### src/design/fcb_pkg.sv
package fcb_pkg;
	// instruction field layout
	localparam int PC_WIDTH = 21;
	localparam int OPC_HI_MSB = 15;
	localparam int OPC_HI_LSB = 8;
	localparam int OFS_MSB = 7;
	localparam int OFS_LSB = 0;
	// opcode high bytes
	localparam logic [7:0] OPC_BRANCH_ON_NEGATIVE = 8'he6;
	localparam logic [7:0] OPC_BRANCH_ON_CARRY_CLEAR = 8'he3;
	localparam logic [7:0] OPC_BRANCH_ON_NOT_NEGATIVE = 8'he7;
	// phases per instruction cycle
	localparam int PHASES = 4;
	localparam logic [1:0] PH_Q1 = 2'h0;
	localparam logic [1:0] PH_Q4 = 2'h3;
	// reset values
	localparam logic [PC_WIDTH-1:0] PC_RESET = 21'h000000;
	localparam logic [1:0] PHASE_RESET = 2'h0;
	// status flag positions in the flag word
	localparam int FLAG_CARRY = 0;
	localparam int FLAG_NEGATIVE = 4;
	typedef enum logic [1:0] {
		FCB_NONE,
		FCB_NEG,
		FCB_CARRY_CLR,
		FCB_NOT_NEG
	} fcb_kind_e;
endpackage : fcb_pkg

### src/design/fcb_phase_gen.sv
module fcb_phase_gen (
	input wire logic clock,
	input wire logic reset,
	output logic [1:0] phase,
	output logic cycle_start,
	output logic cycle_end
);
	logic [1:0] phase_ff;
	logic [1:0] nxt_phase;

	// four-phase counter, one clock per phase
	always_comb begin
		nxt_phase = phase_ff + 2'h1;
	end

	always_ff @(posedge clock or posedge reset) begin
		if (reset) begin
			phase_ff <= fcb_pkg::PHASE_RESET;
		end else begin
			phase_ff <= nxt_phase;
		end
	end

	assign phase = phase_ff;
	assign cycle_start = (phase_ff == fcb_pkg::PH_Q1);
	assign cycle_end = (phase_ff == fcb_pkg::PH_Q4);
endmodule : fcb_phase_gen

### src/design/fcb_flag_conditional_branch_unit.sv
////////////////////////////////////////////////////////////////////////////////
module fcb_flag_conditional_branch_unit #(
	parameter int PC_W = fcb_pkg::PC_WIDTH
) (
	input wire logic clock,
	input wire logic reset,
	input wire logic [15:0] instr,
	input wire logic instr_valid,
	input wire logic [7:0] status_flags,
	output logic [PC_W-1:0] pc,
	output logic pc_load,
	output logic is_branch,
	output logic branch_taken,
	output logic flush,
	output logic busy,
	output logic [1:0] q_phase,
	output logic flags_write
);
	typedef enum logic [1:0] {
		FCB_IDLE,
		FCB_EXEC,
		FCB_NOP
	} fcb_state_e;

	logic [1:0] phase;
	logic cycle_start;
	logic cycle_end;

	fcb_phase_gen u_phase (
		.clock(clock),
		.reset(reset),
		.phase(phase),
		.cycle_start(cycle_start),
		.cycle_end(cycle_end)
	);

	fcb_state_e state_ff, nxt_state;
	fcb_pkg::fcb_kind_e kind_ff, nxt_kind;
	logic [7:0] ofs_ff, nxt_ofs;
	logic [PC_W-1:0] pc_ff, nxt_pc;
	logic pc_load_ff, nxt_pc_load;
	logic is_branch_ff, nxt_is_branch;
	logic taken_ff, nxt_taken;
	logic flush_ff, nxt_flush;
	logic busy_ff, nxt_busy;
	logic [1:0] q_phase_ff, nxt_q_phase;
	fcb_pkg::fcb_kind_e dec_kind;
	logic cond_true;
	logic [PC_W-1:0] target;

	////////////////////////////////////////////////////////////////////////////
	// opcode decode on the high byte
	always_comb begin
		unique case (instr[fcb_pkg::OPC_HI_MSB:fcb_pkg::OPC_HI_LSB])
			fcb_pkg::OPC_BRANCH_ON_NEGATIVE: dec_kind = fcb_pkg::FCB_NEG;
			fcb_pkg::OPC_BRANCH_ON_CARRY_CLEAR: dec_kind = fcb_pkg::FCB_CARRY_CLR;
			fcb_pkg::OPC_BRANCH_ON_NOT_NEGATIVE: dec_kind = fcb_pkg::FCB_NOT_NEG;
			default: dec_kind = fcb_pkg::FCB_NONE;
		endcase
	end

	// flags sampled live in q3 so a flag set by the prior instruction counts
	always_comb begin
		unique case (kind_ff)
			fcb_pkg::FCB_NEG: cond_true = status_flags[fcb_pkg::FLAG_NEGATIVE];
			fcb_pkg::FCB_CARRY_CLR: cond_true = ~status_flags[fcb_pkg::FLAG_CARRY];
			fcb_pkg::FCB_NOT_NEG: cond_true = ~status_flags[fcb_pkg::FLAG_NEGATIVE];
			default: cond_true = 1'b0;
		endcase
	end

	// pc_ff already holds branch address + 2; sign-extended offset shifted left once
	always_comb begin
		target = pc_ff + PC_W'({{(PC_W-9){ofs_ff[7]}}, ofs_ff, 1'b0});
	end

	////////////////////////////////////////////////////////////////////////////
	// sequencer and pc next values
	always_comb begin
		nxt_state = state_ff;
		nxt_kind = kind_ff;
		nxt_ofs = ofs_ff;
		nxt_pc = pc_ff;
		nxt_pc_load = 1'b0;
		nxt_is_branch = is_branch_ff;
		nxt_taken = taken_ff;
		nxt_flush = flush_ff;
		nxt_busy = busy_ff;
		nxt_q_phase = phase + 2'h1;
		unique case (state_ff)
			FCB_IDLE: begin
				if (cycle_start && instr_valid) begin
					nxt_kind = dec_kind;
					nxt_ofs = instr[fcb_pkg::OFS_MSB:fcb_pkg::OFS_LSB];
					nxt_pc = pc_ff + PC_W'(2);
					nxt_is_branch = (dec_kind != fcb_pkg::FCB_NONE);
					nxt_taken = 1'b0;
					nxt_flush = 1'b0;
					nxt_busy = 1'b1;
					nxt_state = FCB_EXEC;
				end
			end
			FCB_EXEC: begin
				// decision in q3 so the pc write lands in q4
				if (phase == fcb_pkg::PH_Q4 - 2'h1) begin
					if (cond_true) begin
						nxt_pc = target;
						nxt_pc_load = 1'b1;
						nxt_taken = 1'b1;
					end
				end
				if (cycle_end) begin
					if (taken_ff) begin
						nxt_flush = 1'b1;
						nxt_state = FCB_NOP;
					end else begin
						nxt_busy = 1'b0;
						nxt_is_branch = 1'b0;
						nxt_state = FCB_IDLE;
					end
				end
			end
			FCB_NOP: begin
				// prefetched word is discarded for the whole cycle
				if (cycle_end) begin
					nxt_flush = 1'b0;
					nxt_busy = 1'b0;
					nxt_taken = 1'b0;
					nxt_is_branch = 1'b0;
					nxt_state = FCB_IDLE;
				end
			end
			default: nxt_state = FCB_IDLE;
		endcase
	end

	always_ff @(posedge clock or posedge reset) begin
		if (reset) begin
			state_ff <= FCB_IDLE;
			kind_ff <= fcb_pkg::FCB_NONE;
			ofs_ff <= 8'h00;
			pc_ff <= fcb_pkg::PC_RESET;
			pc_load_ff <= 1'b0;
			is_branch_ff <= 1'b0;
			taken_ff <= 1'b0;
			flush_ff <= 1'b0;
			busy_ff <= 1'b0;
			q_phase_ff <= fcb_pkg::PHASE_RESET;
		end else begin
			state_ff <= nxt_state;
			kind_ff <= nxt_kind;
			ofs_ff <= nxt_ofs;
			pc_ff <= nxt_pc;
			pc_load_ff <= nxt_pc_load;
			is_branch_ff <= nxt_is_branch;
			taken_ff <= nxt_taken;
			flush_ff <= nxt_flush;
			busy_ff <= nxt_busy;
			q_phase_ff <= nxt_q_phase;
		end
	end

	////////////////////////////////////////////////////////////////////////////
	// outputs straight from flops; flag write port held inactive
	assign pc = pc_ff;
	assign pc_load = pc_load_ff;
	assign is_branch = is_branch_ff;
	assign branch_taken = taken_ff;
	assign flush = flush_ff;
	assign busy = busy_ff;
	assign q_phase = q_phase_ff;
	assign flags_write = 1'b0;

	////////////////////////////////////////////////////////////////////////////
	// checks
	a_pc_plus_two: assert property (@(posedge clock) disable iff (reset)
		(state_ff == FCB_IDLE && cycle_start && instr_valid) |=> (pc_ff == $past(pc_ff) + PC_W'(2)))
		else $error("pc not advanced by two on fetch");
	a_target_calc: assert property (@(posedge clock) disable iff (reset)
		pc_load_ff |-> (pc_ff == $past(pc_ff) + PC_W'({{(PC_W-9){ofs_ff[7]}}, ofs_ff, 1'b0})))
		else $error("branch target wrong");
	a_load_in_q4: assert property (@(posedge clock) disable iff (reset)
		pc_load_ff |-> (phase == fcb_pkg::PH_Q4))
		else $error("pc written outside last phase");
	a_neg_taken: assert property (@(posedge clock) disable iff (reset)
		(state_ff == FCB_EXEC && phase == 2'h2 && kind_ff == fcb_pkg::FCB_NEG)
		|=> (pc_load_ff == $past(status_flags[fcb_pkg::FLAG_NEGATIVE])))
		else $error("negative branch decision wrong");
	a_cc_taken: assert property (@(posedge clock) disable iff (reset)
		(state_ff == FCB_EXEC && phase == 2'h2 && kind_ff == fcb_pkg::FCB_CARRY_CLR)
		|=> (pc_load_ff == !$past(status_flags[fcb_pkg::FLAG_CARRY])))
		else $error("carry clear branch decision wrong");
	a_nn_taken: assert property (@(posedge clock) disable iff (reset)
		(state_ff == FCB_EXEC && phase == 2'h2 && kind_ff == fcb_pkg::FCB_NOT_NEG)
		|=> (pc_load_ff == !$past(status_flags[fcb_pkg::FLAG_NEGATIVE])))
		else $error("not negative branch decision wrong");
	a_taken_two: assert property (@(posedge clock) disable iff (reset)
		$rose(pc_load_ff) |=> busy_ff[*4] ##1 !busy_ff)
		else $error("taken branch not two cycles");
	a_nop_flush: assert property (@(posedge clock) disable iff (reset)
		$rose(pc_load_ff) |=> flush_ff[*4] ##1 !flush_ff)
		else $error("second cycle not flushed");
	a_no_kind_no_load: assert property (@(posedge clock) disable iff (reset)
		(kind_ff == fcb_pkg::FCB_NONE) |-> !nxt_pc_load)
		else $error("non-branch loaded pc");
	a_no_flag_write: assert property (@(posedge clock) disable iff (reset)
		!flags_write)
		else $error("flags written");
endmodule : fcb_flag_conditional_branch_unit

### config.mk
export PLATFORM = sky130hd
export DESIGN_NAME = fcb_flag_conditional_branch_unit
export DESIGN_NICKNAME = d
export VERILOG_FILES = /design/src/design/fcb_pkg.sv /design/src/design/fcb_phase_gen.sv /design/src/design/fcb_flag_conditional_branch_unit.sv
export SDC_FILE = /design/constraint.sdc
export NUM_CORES = 1
export LEC_CHECK = 0
export ABC_AREA = 1
export BUFFER_PORTS_ARGS = -buffer_cell sky130_fd_sc_hd__buf_2
export CORE_MARGIN = 2
export CORE_UTILIZATION = 57
export CTS_BUF_LIST = sky130_fd_sc_hd__clkbuf_2
export CTS_CLUSTER_SIZE = 30
export DETAILED_ROUTE_END_ITERATION = 16
export HOLD_SLACK_MARGIN = 0.05
export PLACE_DENSITY = 0.82
export REMOVE_ABC_BUFFERS = 1
export SYNTH_ARGS = -nofsm -noshare
export SYNTH_HDL_FRONTEND = slang
export SYNTH_SLANG_ARGS = --single-unit
### constraint.sdc
create_clock -name clock -period 3.35 [get_ports clock]
set_clock_uncertainty 0.15 [all_clocks]
set_input_delay 0.1675 -clock clock [delete_from_list [all_inputs] [get_ports clock]]
set_output_delay 0.1675 -clock clock [all_outputs]
set_load 0.01 [all_outputs]
# --- Word-level counts from Yosys, hierarchy flattened ---
# Index checks and enable logic that the tools add are counted.
classes:
  addsub: 3
  mux: 28
  n_eq_ne: 17
  reduce_logical: 12
  bitwise: 2
ops:
  columns: ["op", "count"]
  rows:
  - ["$mux 21", 3]
  - ["$pmux 21 s2", 1]
  - ["$eq 8x8->1 const B", 3]
  - ["$add 21x2->21 const B", 1]
  - ["$add 21x21->21", 1]
  - ["$pmux 1 s3", 5]
  - ["$reduce_and 5->1", 3]
  - ["$ne 2x2->1 const B", 7]
  - ["$mux 1", 13]
  - ["$pmux 2 s3", 2]
  - ["$eq 2x2->1 const B", 5]
  - ["$mux 2", 4]
  - ["$eq 2x1->1 const B", 2]
  - ["$logic_not 2->1", 2]
  - ["$reduce_and 4->1", 1]
  - ["$reduce_bool 2->1", 2]
  - ["$reduce_and 3->1", 1]
  - ["$reduce_bool 3->1", 1]
  - ["$add 2x1->2 const B", 1]
  - ["$not 1->1", 2]
  - ["$reduce_and 2->1", 1]
  - ["$logic_and 1x1->1", 1]
totals:
  out_inout_bits: 29
  wordCells: 72
  ff_bits: 40

# --- Longest topological paths before layout ---
# Gate-level depths: netlist (run 1).
logic_depth:
  word_depth: 5
  ltp_mapped: 19

# --- Modules after synthesis ---
# Synthesis (run 1) repeated with hierarchy kept, for this count alone.
unflattened:
  cells_unflattened: 387
  area_unflattened_um2: 2880.3
by_module_without_submodules:
  columns: ["mod", "cells_each", "n_inst", "area_per_inst_um2"]
  rows:
  - ["fcb_flag_conditional_branch_unit", 380, 1, 2793.9]
  - ["fcb_phase_gen", 7, 1, 86.3]

# --- Worst setup path after synthesis (run 1) ---
# OpenSTA, ideal clock, no wires.
synth_timing:
  path_type: "register -> register"
  start: "register state_ff[1]"
  end: "register pc_ff[13] (netlist: pc[13])"
  setup_ns: 0.117
  synth_period_minus_slack_ns: 2.541
  stages_incl_launch_ff: 19
  path_buffers: 2
  arrival_time_ns: 2.275
  t_required_ns: 3.083
  slack_ns: 0.809
  cell_sequence: "dfrtp_1 > inv_1 > ha_1 > buf_6 > buf_4 > nand2_1 > ha_1 > fa_1 > nand2_1 > nand3_1 > nand3_1 > nand2_1 > nand2_1 > nand2_1 > nand2_1 > nand2_1 > xor2_1 > nand2_1 > nand2_1"
synth_between:
  elab_chain_cells: 3
  word_cells_on_any_way: 8
  classes_between: "eq/ne: 4; mux: 1; reduce/logical: 3"
synth_rtl:
  columns: ["element", "line", "source"]
  rows:
  - ["from (decl)", "fcb_flag_conditional_branch_unit.sv:37", "fcb_state_e state_ff, nxt_state;"]
  - ["from (signal assigned)", "fcb_flag_conditional_branch_unit.sv:150", "state_ff <= nxt_state;"]
  - ["$eq 2x1->1 / $logic_not 2->1 (equally long branches)", "fcb_flag_conditional_branch_unit.sv:90", "unique case (state_ff)"]
  - ["$ne 2x2->1 (no source line) / $reduce_bool 2->1 (equally long branches)", null, null]
  - ["$reduce_and 4->1 (no source line)", null, null]
  - ["to (signal assigned)", "fcb_flag_conditional_branch_unit.sv:142", "pc_ff <= fcb_pkg::PC_RESET;"]
  - ["to (signal assigned)", "fcb_flag_conditional_branch_unit.sv:153", "pc_ff <= nxt_pc;"]
  - ["to (decl)", "fcb_flag_conditional_branch_unit.sv:40", "logic [PC_W-1:0] pc_ff, nxt_pc;"]
# Parallel ways exist; a longest one is shown, timed or not.
# A chain may end at the register's enable or synchronous reset.

# --- Final worst setup path (run 1) ---
# Same ends and word-level chain as after synthesis.

==> key figures, run 1 <==
Run status
  – Status: completed

GRT
  – Largest net degree at the start of global routing: 26
  – Initial antenna violation count: 0
  – Vias in the first global route: 2447
  – Global-route wire length before repair: 10680 µm
  – GRT Util Overall: 25.24%
  – Gr ovfl total: 0

STA
  – Worst-margin pin slew: 0.6777 ns
  – Slew margin rel.: 54.77%
  – Setup slack after layout: 0.5853 ns
  – WHS: 0.2093 ns
  – Max Slew Vio Count: 0
  – FMAX: 361.7 MHz
  – Final-report hold violation count: 0
  – Unrepaired setup endpoints after global routing: false
  – Final setup violating endpoints: 0
  – Crit path time final: 2.765 ns
  – TNS Setup: 0 ns
  – Tcrit/Tclk final: 82.53%

Cells and area
  – Syn-to-layout area delta: 17.16%
  – Final #Nets: 489
  – Antenna cells: 0
  – Filler Cell Count: 376
  – Post-Layout Cell Count: 515
  – Layout cells sized above 1: 19.42%

Yosys
  – Synth warnings: 0
  – Post-synth top area cell: dfrtp_1
  – Synth top area share: 34.85%
  – Yosys cell types: 37
  – Post-synthesis register bit count: 39
  – Post-Syn Instances: 384
  – Synth Area per Inst: 7.292 µm²
  – Mapped Area: 2800 µm²
  – Seq/Total Area, Yosys: 34.85%
  – Top post-synthesis cells by area: dfrtp_1, nand2_1, inv_1, ha_1, nand3_1

Drt
  – Per-cell routed wire length: 12.43 µm
  – ANT nets after route: 0
  – Number of remaining DRC errors: 0
  – DRT Pass-1 Iters: 4
  – Routed Wire Length: 6399 µm
  – Vias post-DR: 2670
  – DRT iter0 DRCs: 221
  – Vias/cell: 5.184

Power
  – Static Leak: 1.810 nW
  – Peak VDD IR: 0.4909 mV
  – Total power draw: 2.901 mW
  – Power density over cell area: 884.2 nW/µm²

Floorplanning
  – Core Box Area: 4723 µm²
  – Starting density of the core: 59.28%
  – Die area: 5489 µm²
  – Die H: 74.09 µm
  – Core Rows: 25
  – IO Count: 56
  – Die extent in x: 74.09 µm

Setup path
  – Worst EP arrival: 2.94 ns
  – Path type of the worst setup path: register to register
  – Worst setup EP type: register
  – Worst setup SP type: register
  – CP max FO: 8
  – Data required, critical path: 3.53 ns

Clock tree
  – CTS buffer count: 5
  – H-tree depth: 2
  – Max clock buf depth: 2
  – Post-CTS sizing: 0
  – CTS Sinks: 39
  – CTS tree: built
  – Root buffer cell: clkbuf_2
  – Clk slew on worst S/H paths: 0.22 ns
  – Worst-Skew Late Latency: 0.42 ns

Placement
  – DP Worst Slack: 0.6345 ns
  – Hpwl dp: 4606 µm
  – Port Buffers: 47
  – Routability-driven placement congestion ratio: 0.9172
  – Placed cells: 492

Run
  – Max-cap violation count: 0

Hold path
  – HP Class: input port to asynchronous set/reset pin
-- cells in the mapped netlist, drive strengths merged --
| master | instances |
|---|---|
| xor2 | 9 |
| o21ai | 23 |
| o21a | 1 |
| nand3 | 31 |
| ha | 14 |
| xnor2 | 2 |
| conb | 1 |
| nor3 | 2 |
| nand2 | 130 |
| inv | 63 |
| nor4 | 2 |
| o22ai | 4 |
| a21oi | 12 |
| nand3b | 1 |
| and2 | 1 |
| nor2 | 17 |
| buf | 8 |
| clkbuf | 2 |
| a41oi | 8 |
| a21boi | 1 |
| o21bai | 1 |
| mux2 | 7 |
| fa | 1 |
| nand4 | 3 |
| nor3b | 1 |
| dfrtp | 39 |
-- worst paths after layout --
path,from,endpoint,slack [ns],cells past startpoint
worst max-delay path,state_ff[1],pc[13],0.59,16
worst min-delay path,reset,ofs_ff[4],0.21,3
worst max register to register,state_ff[1],pc[13],0.59,16
worst min register to register,u_phase.phase[0],u_phase.phase[0],0.37,1
max in group asynchronous,reset,ofs_ff[7],2.06,4
min in group clock,status_flags[4],branch_taken,0.28,7
-- metal layers --
layer | up-vias | GRT usage, % | wire, µm
met1 | 1254 | 32.21 | 2791
li1 | 1344 | - | -
met2 | 65 | 43.65 | 3267
met3 | 7 | 4.201 | 267
met5 | - | 0 | 0
met4 | 0 | 8.283 | 73
-- placed cells by master (no fill, tap or decap), types with 2 or more instances in the layout --
cell type,instances
inv_1,56
o21ai_1,2
buf_4,3
buf_2,47
o22ai_1,4
nand2_1,121
dlygate4sd3_1,15
a21oi_1,11
dfrtp_1,39
nand2_2,8
conb_1,2
xnor2_1,2
a41oi_1,8
xor2_1,7
ha_1,14
nor3_2,2
nand4_1,3
nor2_1,15
clkbuf_2,5
o21ai_0,21
nand3_1,31
nor2_2,2
inv_2,7
mux2_2,7
nor4_1,2
-- area by class of cell --
| type | count | area [µm²] | area share [%] |
|---|---|---|---|
| clock inverter | 3 | 38.79 | 1.182 |
| tap | 67 | 83.83 | 2.555 |
| sequential | 39 | 975.9 | 29.75 |
| timing repair buffer | 65 | 407.9 | 12.43 |
| inverter | 63 | 236.5 | 7.208 |
| clock buffer | 5 | 25.02 | 0.7628 |
| multi-input combinational | 273 | 1513 | 46.11 |
-- through the flow --
step	cell area, µm²	util [%]
2_1_floorplan	2725	-
3_3_place_gp	3067	64.93
3_5_place_dp	3067	64.93
4_1_cts	3281	69.46
5_1_grt	3281	69.46
6_report	3281	69.46
-- power by group --
part	internal [mW]	leakage [nW]	switching (mW)	total [mW]
Sequential	0.659	0.488	0.144	0.803
Combinational	0.653	1.28	1.15	1.81
Clock	0.123	0.0404	0.169	0.291
Total	1.43	1.81	1.47	2.90
-- critical path: stages (launching register included) --
cell and delay (ns):
dfrtp_1 0.44, inv_1 0.10, ha_1 0.34, nand2_1 0.10
ha_1 0.21, fa_1 0.41, nand2_1 0.10, nand3_1 0.09
nand3_1 0.08, nand2_1 0.10, nand2_1 0.09, nand2_1 0.09
nand2_1 0.07, nand2_1 0.06, xor2_1 0.14, nand2_1 0.06
nand2_1 0.05
-- sequential cells by signal, summed over array words and instances, names as in the netlist --
signal / count
busy: 1
ofs_ff: 8
u_phase.phase: 2
pc: 20
is_branch: 1
state_ff: 2
flush: 1
pc_load: 1
branch_taken: 1
kind_ff: 2
-- cell families (layout without fill, tap and decap cells) --
| group | Yosys count | count (layout) | share of synthesized area, % |
|---|---|---|---|
| other | 1 | 2 | 0.1339 |
| muxes | 7 | 7 | 2.815 |
| AOI/OAI and AO/OA | 50 | 50 | 10.59 |
| and+or+nand+nor | 188 | 188 | 29.00 |
| adders and majority gates | 15 | 15 | 6.971 |
| xor gates and xnor gates | 11 | 11 | 4.379 |
| DFF | 39 | 39 | 34.85 |
| buffers and inverters | 73 | 136 | 11.26 |
-- repair_timing --
item / 4_1_cts / 5_1_grt
buffers inserted: 0 / 0
hold buffers: 15 / 0
hold endpoints to repair: 28 / 0
setup endpoints to repair: 0 / 0
Power figures use the tool's default switching activity.
==> inputs of run 2 (changes only) <==
--- a/config.mk
+++ b/config.mk
@@ -8,12 +8,12 @@
 export ABC_AREA = 1
 export BUFFER_PORTS_ARGS = -buffer_cell sky130_fd_sc_hd__buf_2
 export CORE_MARGIN = 2
-export CORE_UTILIZATION = 57
+export CORE_UTILIZATION = 52
 export CTS_BUF_LIST = sky130_fd_sc_hd__clkbuf_2
 export CTS_CLUSTER_SIZE = 30
 export DETAILED_ROUTE_END_ITERATION = 16
 export HOLD_SLACK_MARGIN = 0.05
-export PLACE_DENSITY = 0.82
+export PLACE_DENSITY = 0.79
 export REMOVE_ABC_BUFFERS = 1
 export SYNTH_ARGS = -nofsm -noshare
 export SYNTH_HDL_FRONTEND = slang
==> constraint.sdc (replaced) <==
create_clock -name clock -period 2.3 [get_ports clock]
set_clock_uncertainty 0.15 [all_clocks]
set_input_delay 0.115 -clock clock [delete_from_list [all_inputs] [get_ports clock]]
set_output_delay 0.115 -clock clock [all_outputs]
set_load 0.01 [all_outputs]
==> run 2 against run 1 <==
The run now ends with setup timing left; fmax rose by 11%; worst hold slack lost 0.082 ns; register-to-register slack worse by 0.78 ns; sequential cell count stayed put; cell count rose by 6.4%; clock power is 19% higher; setup slack worse by 0.78 ns; non-clock buffer count is 30 higher; first-iteration DRC count grew 110%; sequential share of layout area down 4.0 points; largest cell class unchanged.
==> key figures, run 2 (synthesis gave the netlist of run 1 again) <==
Run status
  – Status: finished, violations left
  – Failing checks: setup timing

STA
  – Setup slack after layout: -0.1900 ns
  – FMAX: 401.6 MHz
  – Max Slew Vio Count: 0
  – TNS Setup: -1.333 ns
  – Tcrit/Tclk final: 108.3%
  – Unrepaired setup endpoints after global routing: true
  – Final-report hold violation count: 0
  – Final setup violating endpoints: 12
  – Crit path time final: 2.490 ns

GRT
  – Initial antenna violation count: 0
  – Global-route wire length before repair: 11930 µm
  – Gr ovfl total: 0
  – Vias in the first global route: 2720
  – Largest net degree at the start of global routing: 40
  – GRT Util Overall: 24.43%

Floorplanning
  – Die extent in x: 77.38 µm
  – Core Rows: 26
  – Die area: 5988 µm²
  – Die H: 77.38 µm
  – IO Count: 56
  – Core Box Area: 5140 µm²
  – Starting density of the core: 54.48%

Cells and area
  – Layout cells sized above 1: 32.85%
  – Post-Layout Cell Count: 548
  – Most common cell after layout, fill and taps aside: nand2_1
  – Most frequent cells in the layout: nand2_1, inv_1, buf_2, dfrtp_1, buf_4
  – Syn-to-layout area delta: 35.12%
  – Final core occ: 73.61%
  – Max reg flops: 20
  – Filler Cell Count: 391
  – Multi-input logic area: 1759 µm²
  – Antenna cells: 0
  – Register Area: 975.9 µm²
  – Final #Nets: 519

Placement
  – Placed cells: 510
  – Port Buffers: 47
  – Hpwl dp: 4887 µm
  – Routability-driven placement congestion ratio: 0.8952

Setup path
  – Path type of the worst setup path: register to register
  – Crit path max-delay family: simple AND/OR/NAND/NOR gates
  – CP max FO: 5
  – Worst setup EP type: register
  – Worst-path cell chain: inv_2 > ha_4 > nand2_4 > ha_4 > fa_2 > nand2_2 > nand3_2 > nand3_2 > nand2_4 > nand2_4 > nand2_4 > nand2_2 > nand2_2 > xor2_1 > nand2_1 > nand2_1
  – Crit-path slowest cell: dfrtp_1
  – Reg-to-reg slack, setup: -0.19 ns
  – Worst setup SP type: register
  – Worst EP arrival: 2.70 ns
  – Worst path bufs/invs: 1
  – Max stage delay on crit path: 0.47 ns
  – Most used cell, CP: nand2_4
  – Data required, critical path: 2.51 ns

Clock tree
  – CTS Sinks: 39
  – Max clock buf depth: 2
  – Root buffer cell: clkbuf_2
  – CTS tree: built
  – CTS buffer count: 5
  – Worst-Skew Late Latency: 0.44 ns
  – Clk slew on worst S/H paths: 0.26 ns
  – H-tree depth: 2

Drt
  – Vias/cell: 5.281
  – ANT nets after route: 0
  – Number of remaining DRC errors: 0
  – DRT iter0 DRCs: 473
  – Per-cell routed wire length: 13.98 µm
  – DRT Pass-1 Iters: 5
  – Routed Wire Length: 7661 µm
  – Vias post-DR: 2894

Power
  – Total power draw: 5.050 mW
  – Static Leak: 1.987 nW
  – Peak VDD IR: 0.7995 mV
  – Power density over cell area: 1335 nW/µm²

Run
  – Max-cap violation count: 0

Hold path
  – HP Class: input port to asynchronous set/reset pin
## run 2: where the power goes
group	switching, mW	internal, mW	total, mW
Clock	0.269	0.0779	0.347
Sequential	0.261	0.959	1.22
Combinational	2.04	1.44	3.48
## run 2: timing repair
item	4_1_cts	5_1_grt
hold buffers	19	0
hold endpoints to repair	51	0
pin swaps	1	11
gates resized for setup	17	48
endpoints found under the setup margin	13	22
buffers inserted	2	9
## run 2: final cells by class
cell class | count | area share [%]
timing repair buffer | 95 | 17.72
clock inverter | 3 | 0.6283
inverter | 63 | 6.382
tap | 70 | 2.315
sequential | 39 | 25.79
clock buffer | 5 | 0.6614
multi-input combinational | 273 | 46.49
## run 2: stage by stage
step | setup WS, ns | hold WS, ns | cell area (µm²)
floorplan | -0.3338 | 0.1156 | 2725
global placement | -0.07588 | 0.1128 | 3183
detailed placement | -0.2200 | 0.1176 | 3183
CTS | 0.004351 | 0.1272 | 3532
global route | -0.2714 | 0.1899 | 3784
finish | -0.1900 | 0.1269 | 3784
## run 2: worst reg2reg max path: stages, from the launching register on
cell	delay, ns
dfrtp_1	0.47
inv_2	0.10
ha_4	0.19
nand2_4	0.06
ha_4	0.16
fa_2	0.36
nand2_2	0.11
nand3_2	0.11
nand3_2	0.11
nand2_4	0.08
nand2_4	0.09
nand2_4	0.06
nand2_2	0.07
nand2_2	0.05
xor2_1	0.14
nand2_1	0.06
nand2_1	0.04
## run 2: metal layers
layer | share of wire (%) | global-route usage [%]
met5 | 0 | 0
met4 | 2.0 | 6.071
met3 | 5.0 | 3.837
met2 | 53 | 46.00
met1 | 40 | 28.82
## run 2: final timing paths
kind | from | end | cells past startpoint
setup / recovery | state_ff[1] | pc[13] | 16
hold / removal | reset | state_ff[0] | 4
setup reg to reg | state_ff[1] | pc[13] | 16
hold reg to reg | u_phase.phase[0] | u_phase.phase[0] | 1
max in group asynchronous | reset | pc_load | 4
min in group clock | status_flags[4] | branch_taken | 7
==> inputs of run 3 (changes only) <==
--- a/config.mk
+++ b/config.mk
@@ -8,12 +8,12 @@
 export ABC_AREA = 1
 export BUFFER_PORTS_ARGS = -buffer_cell sky130_fd_sc_hd__buf_2
 export CORE_MARGIN = 2
-export CORE_UTILIZATION = 52
+export CORE_UTILIZATION = 57
 export CTS_BUF_LIST = sky130_fd_sc_hd__clkbuf_2
 export CTS_CLUSTER_SIZE = 30
 export DETAILED_ROUTE_END_ITERATION = 16
 export HOLD_SLACK_MARGIN = 0.05
-export PLACE_DENSITY = 0.79
+export PLACE_DENSITY = 0.82
 export REMOVE_ABC_BUFFERS = 1
 export SYNTH_ARGS = -nofsm -noshare
 export SYNTH_HDL_FRONTEND = slang
==> constraint.sdc (replaced) <==
create_clock -name clock -period 2.6 [get_ports clock]
set_clock_uncertainty 0.15 [all_clocks]
set_input_delay 0.13 -clock clock [delete_from_list [all_inputs] [get_ports clock]]
set_output_delay 0.13 -clock clock [all_outputs]
set_load 0.01 [all_outputs]
==> run 3 against run 2 <==
The flow now finishes without violations; register-to-register slack gained 0.37 ns; wire length is 17% lower; non-clock buffer count down 25; critical path depth stayed put; count of clock-buffer cells in the layout is 1 higher; cell count decreased by 5.1%; via count is 8.6% lower; utilization fell by 2.7 points; sequential power down 14%; critical endpoint unchanged; largest cell class unchanged.
==> key figures, run 3 (synthesis gave the netlist of run 1 again) <==
Floorplanning
  – Die extent in x: 74.09 µm
  – Core Box Area: 4723 µm²
  – Starting density of the core: 59.28%
  – Core Rows: 25
  – Die area: 5489 µm²
  – IO Count: 56
  – Die H: 74.09 µm

Cells and area
  – Max reg flops: 20
  – Register Area: 975.9 µm²
  – Antenna cells: 0
  – Layout cells sized above 1: 22.52%
  – Syn-to-layout area delta: 19.62%
  – Most common cell after layout, fill and taps aside: nand2_1
  – Filler Cell Count: 376
  – Most frequent cells in the layout: nand2_1, inv_1, buf_2, dfrtp_1, nand3_1
  – Multi-input logic area: 1565 µm²
  – Final #Nets: 494
  – Post-Layout Cell Count: 520

Drt
  – Routed Wire Length: 6367 µm
  – ANT nets after route: 0
  – Vias post-DR: 2645
  – DRT iter0 DRCs: 161
  – Per-cell routed wire length: 12.24 µm
  – Number of remaining DRC errors: 0
  – DRT Pass-1 Iters: 4
  – Vias/cell: 5.087

Clock tree
  – Worst-Skew Late Latency: 0.40 ns
  – CTS Sinks: 39
  – Max clock buf depth: 2
  – Root buffer cell: clkbuf_2
  – CTS buffer count: 5
  – Clk slew on worst S/H paths: 0.21 ns
  – CTS tree: built
  – H-tree depth: 2

STA
  – Final-report hold violation count: 0
  – Max Slew Vio Count: 0
  – Setup slack after layout: 0.1821 ns
  – Tcrit/Tclk final: 92.99%
  – Worst-margin pin slew: 0.6150 ns
  – FMAX: 413.6 MHz
  – Crit path time final: 2.418 ns
  – Final setup violating endpoints: 0
  – Slew margin rel.: 58.96%
  – WHS: 0.1676 ns

GRT
  – Vias in the first global route: 2575
  – Largest net degree at the start of global routing: 26
  – GRT Util Overall: 25.68%
  – Global-route wire length before repair: 10850 µm
  – Initial antenna violation count: 0
  – Gr ovfl total: 0

Run
  – Max-cap violation count: 0

Power
  – Static Leak: 1.827 nW
  – Peak VDD IR: 0.6169 mV
  – Total power draw: 3.733 mW
  – Power density over cell area: 1115 nW/µm²

Run status
  – Status: completed

Setup path
  – Critical Path Start: state_ff[1]
  – Reg-to-reg slack, setup: 0.18 ns
  – RR Startpoint: state_ff[1]
  – Worst-case reg-to-reg path depth: 16
  – RR Endpoint: pc[13]
  – Path type of the worst setup path: register to register
  – Worst setup SP type: register
  – CP max FO: 3
  – Data required, critical path: 2.78 ns
  – Worst setup EP type: register
  – Worst EP arrival: 2.59 ns

Hold path
  – HP Class: input port to asynchronous set/reset pin

Placement
  – DP Worst Slack: 0.02601 ns
  – Routability-driven placement congestion ratio: 0.8825
  – Hpwl dp: 4699 µm
  – Placed cells: 493
  – Port Buffers: 47
-- run 3: per-stage QoR --
stage | area [µm²] | TNS [ns] | util [%]
finish | 3349 | 0 | 70.91
global route | 3349 | -0.001616 | 70.91
CTS | 3274 | 0 | 69.32
detailed placement | 3074 | 0 | 65.09
global placement | 3074 | 0 | 65.09
floorplan | 2725 | -0.03381 | -
-- run 3: worst max-delay path: stages (launching register included) --
cell     delay (ns)
dfrtp_1        0.43
inv_2          0.09
ha_4           0.15
nand2_1        0.06
ha_2           0.18
fa_2           0.37
nand2_1        0.07
nand3_1        0.09
nand3_1        0.08
nand2_1        0.10
nand2_1        0.10
nand2_1        0.09
nand2_1        0.07
nand2_1        0.05
xor2_1         0.14
nand2_1        0.06
nand2_1        0.05
-- run 3: area by class of cell --
type | count | share of cell area [%]
clock buffer | 6 | 0.8965
clock inverter | 2 | 0.3736
inverter | 63 | 7.060
multi-input combinational | 273 | 46.73
sequential | 39 | 29.14
tap | 67 | 2.503
timing repair buffer | 70 | 13.30
-- run 3: report_power, final --
part | switching, mW | internal [mW]
clock network | 0.214 | 0.0686
logic | 1.49 | 0.914
registers | 0.201 | 0.849
total | 1.90 | 1.83
-- run 3: routing by layer --
metal	vias to the layer above	routed length, µm	track usage, %
li1	1355	-	-
met1	1205	2677	31.66
met2	75	3253	44.64
met3	10	350	4.878
met4	0	87	9.697
met5	-	0	0
-- run 3: worst max-delay path by stage --
| stage | slack [ns] | depth (start not counted) | end |
|---|---|---|---|
| 2_1_floorplan | -0.03 | 16 | pc[13] |
| 3_3_place_gp | 0.12 | 16 | pc[13] |
| 3_5_place_dp | 0.03 | 16 | pc[13] |
| 4_1_cts | 0.03 | 16 | pc[13] |
| 5_1_grt | -0.002 | 16 | pc[13] |
| 6_report | 0.18 | 16 | pc[13] |
-- run 3: what timing repair did --
item	CTS	global route
pin swaps	0	1
endpoints found under the hold margin	27	0
endpoints found under the setup margin	1	12
resized for setup	0	10
hold buffers	15	0
buffers inserted	1	3
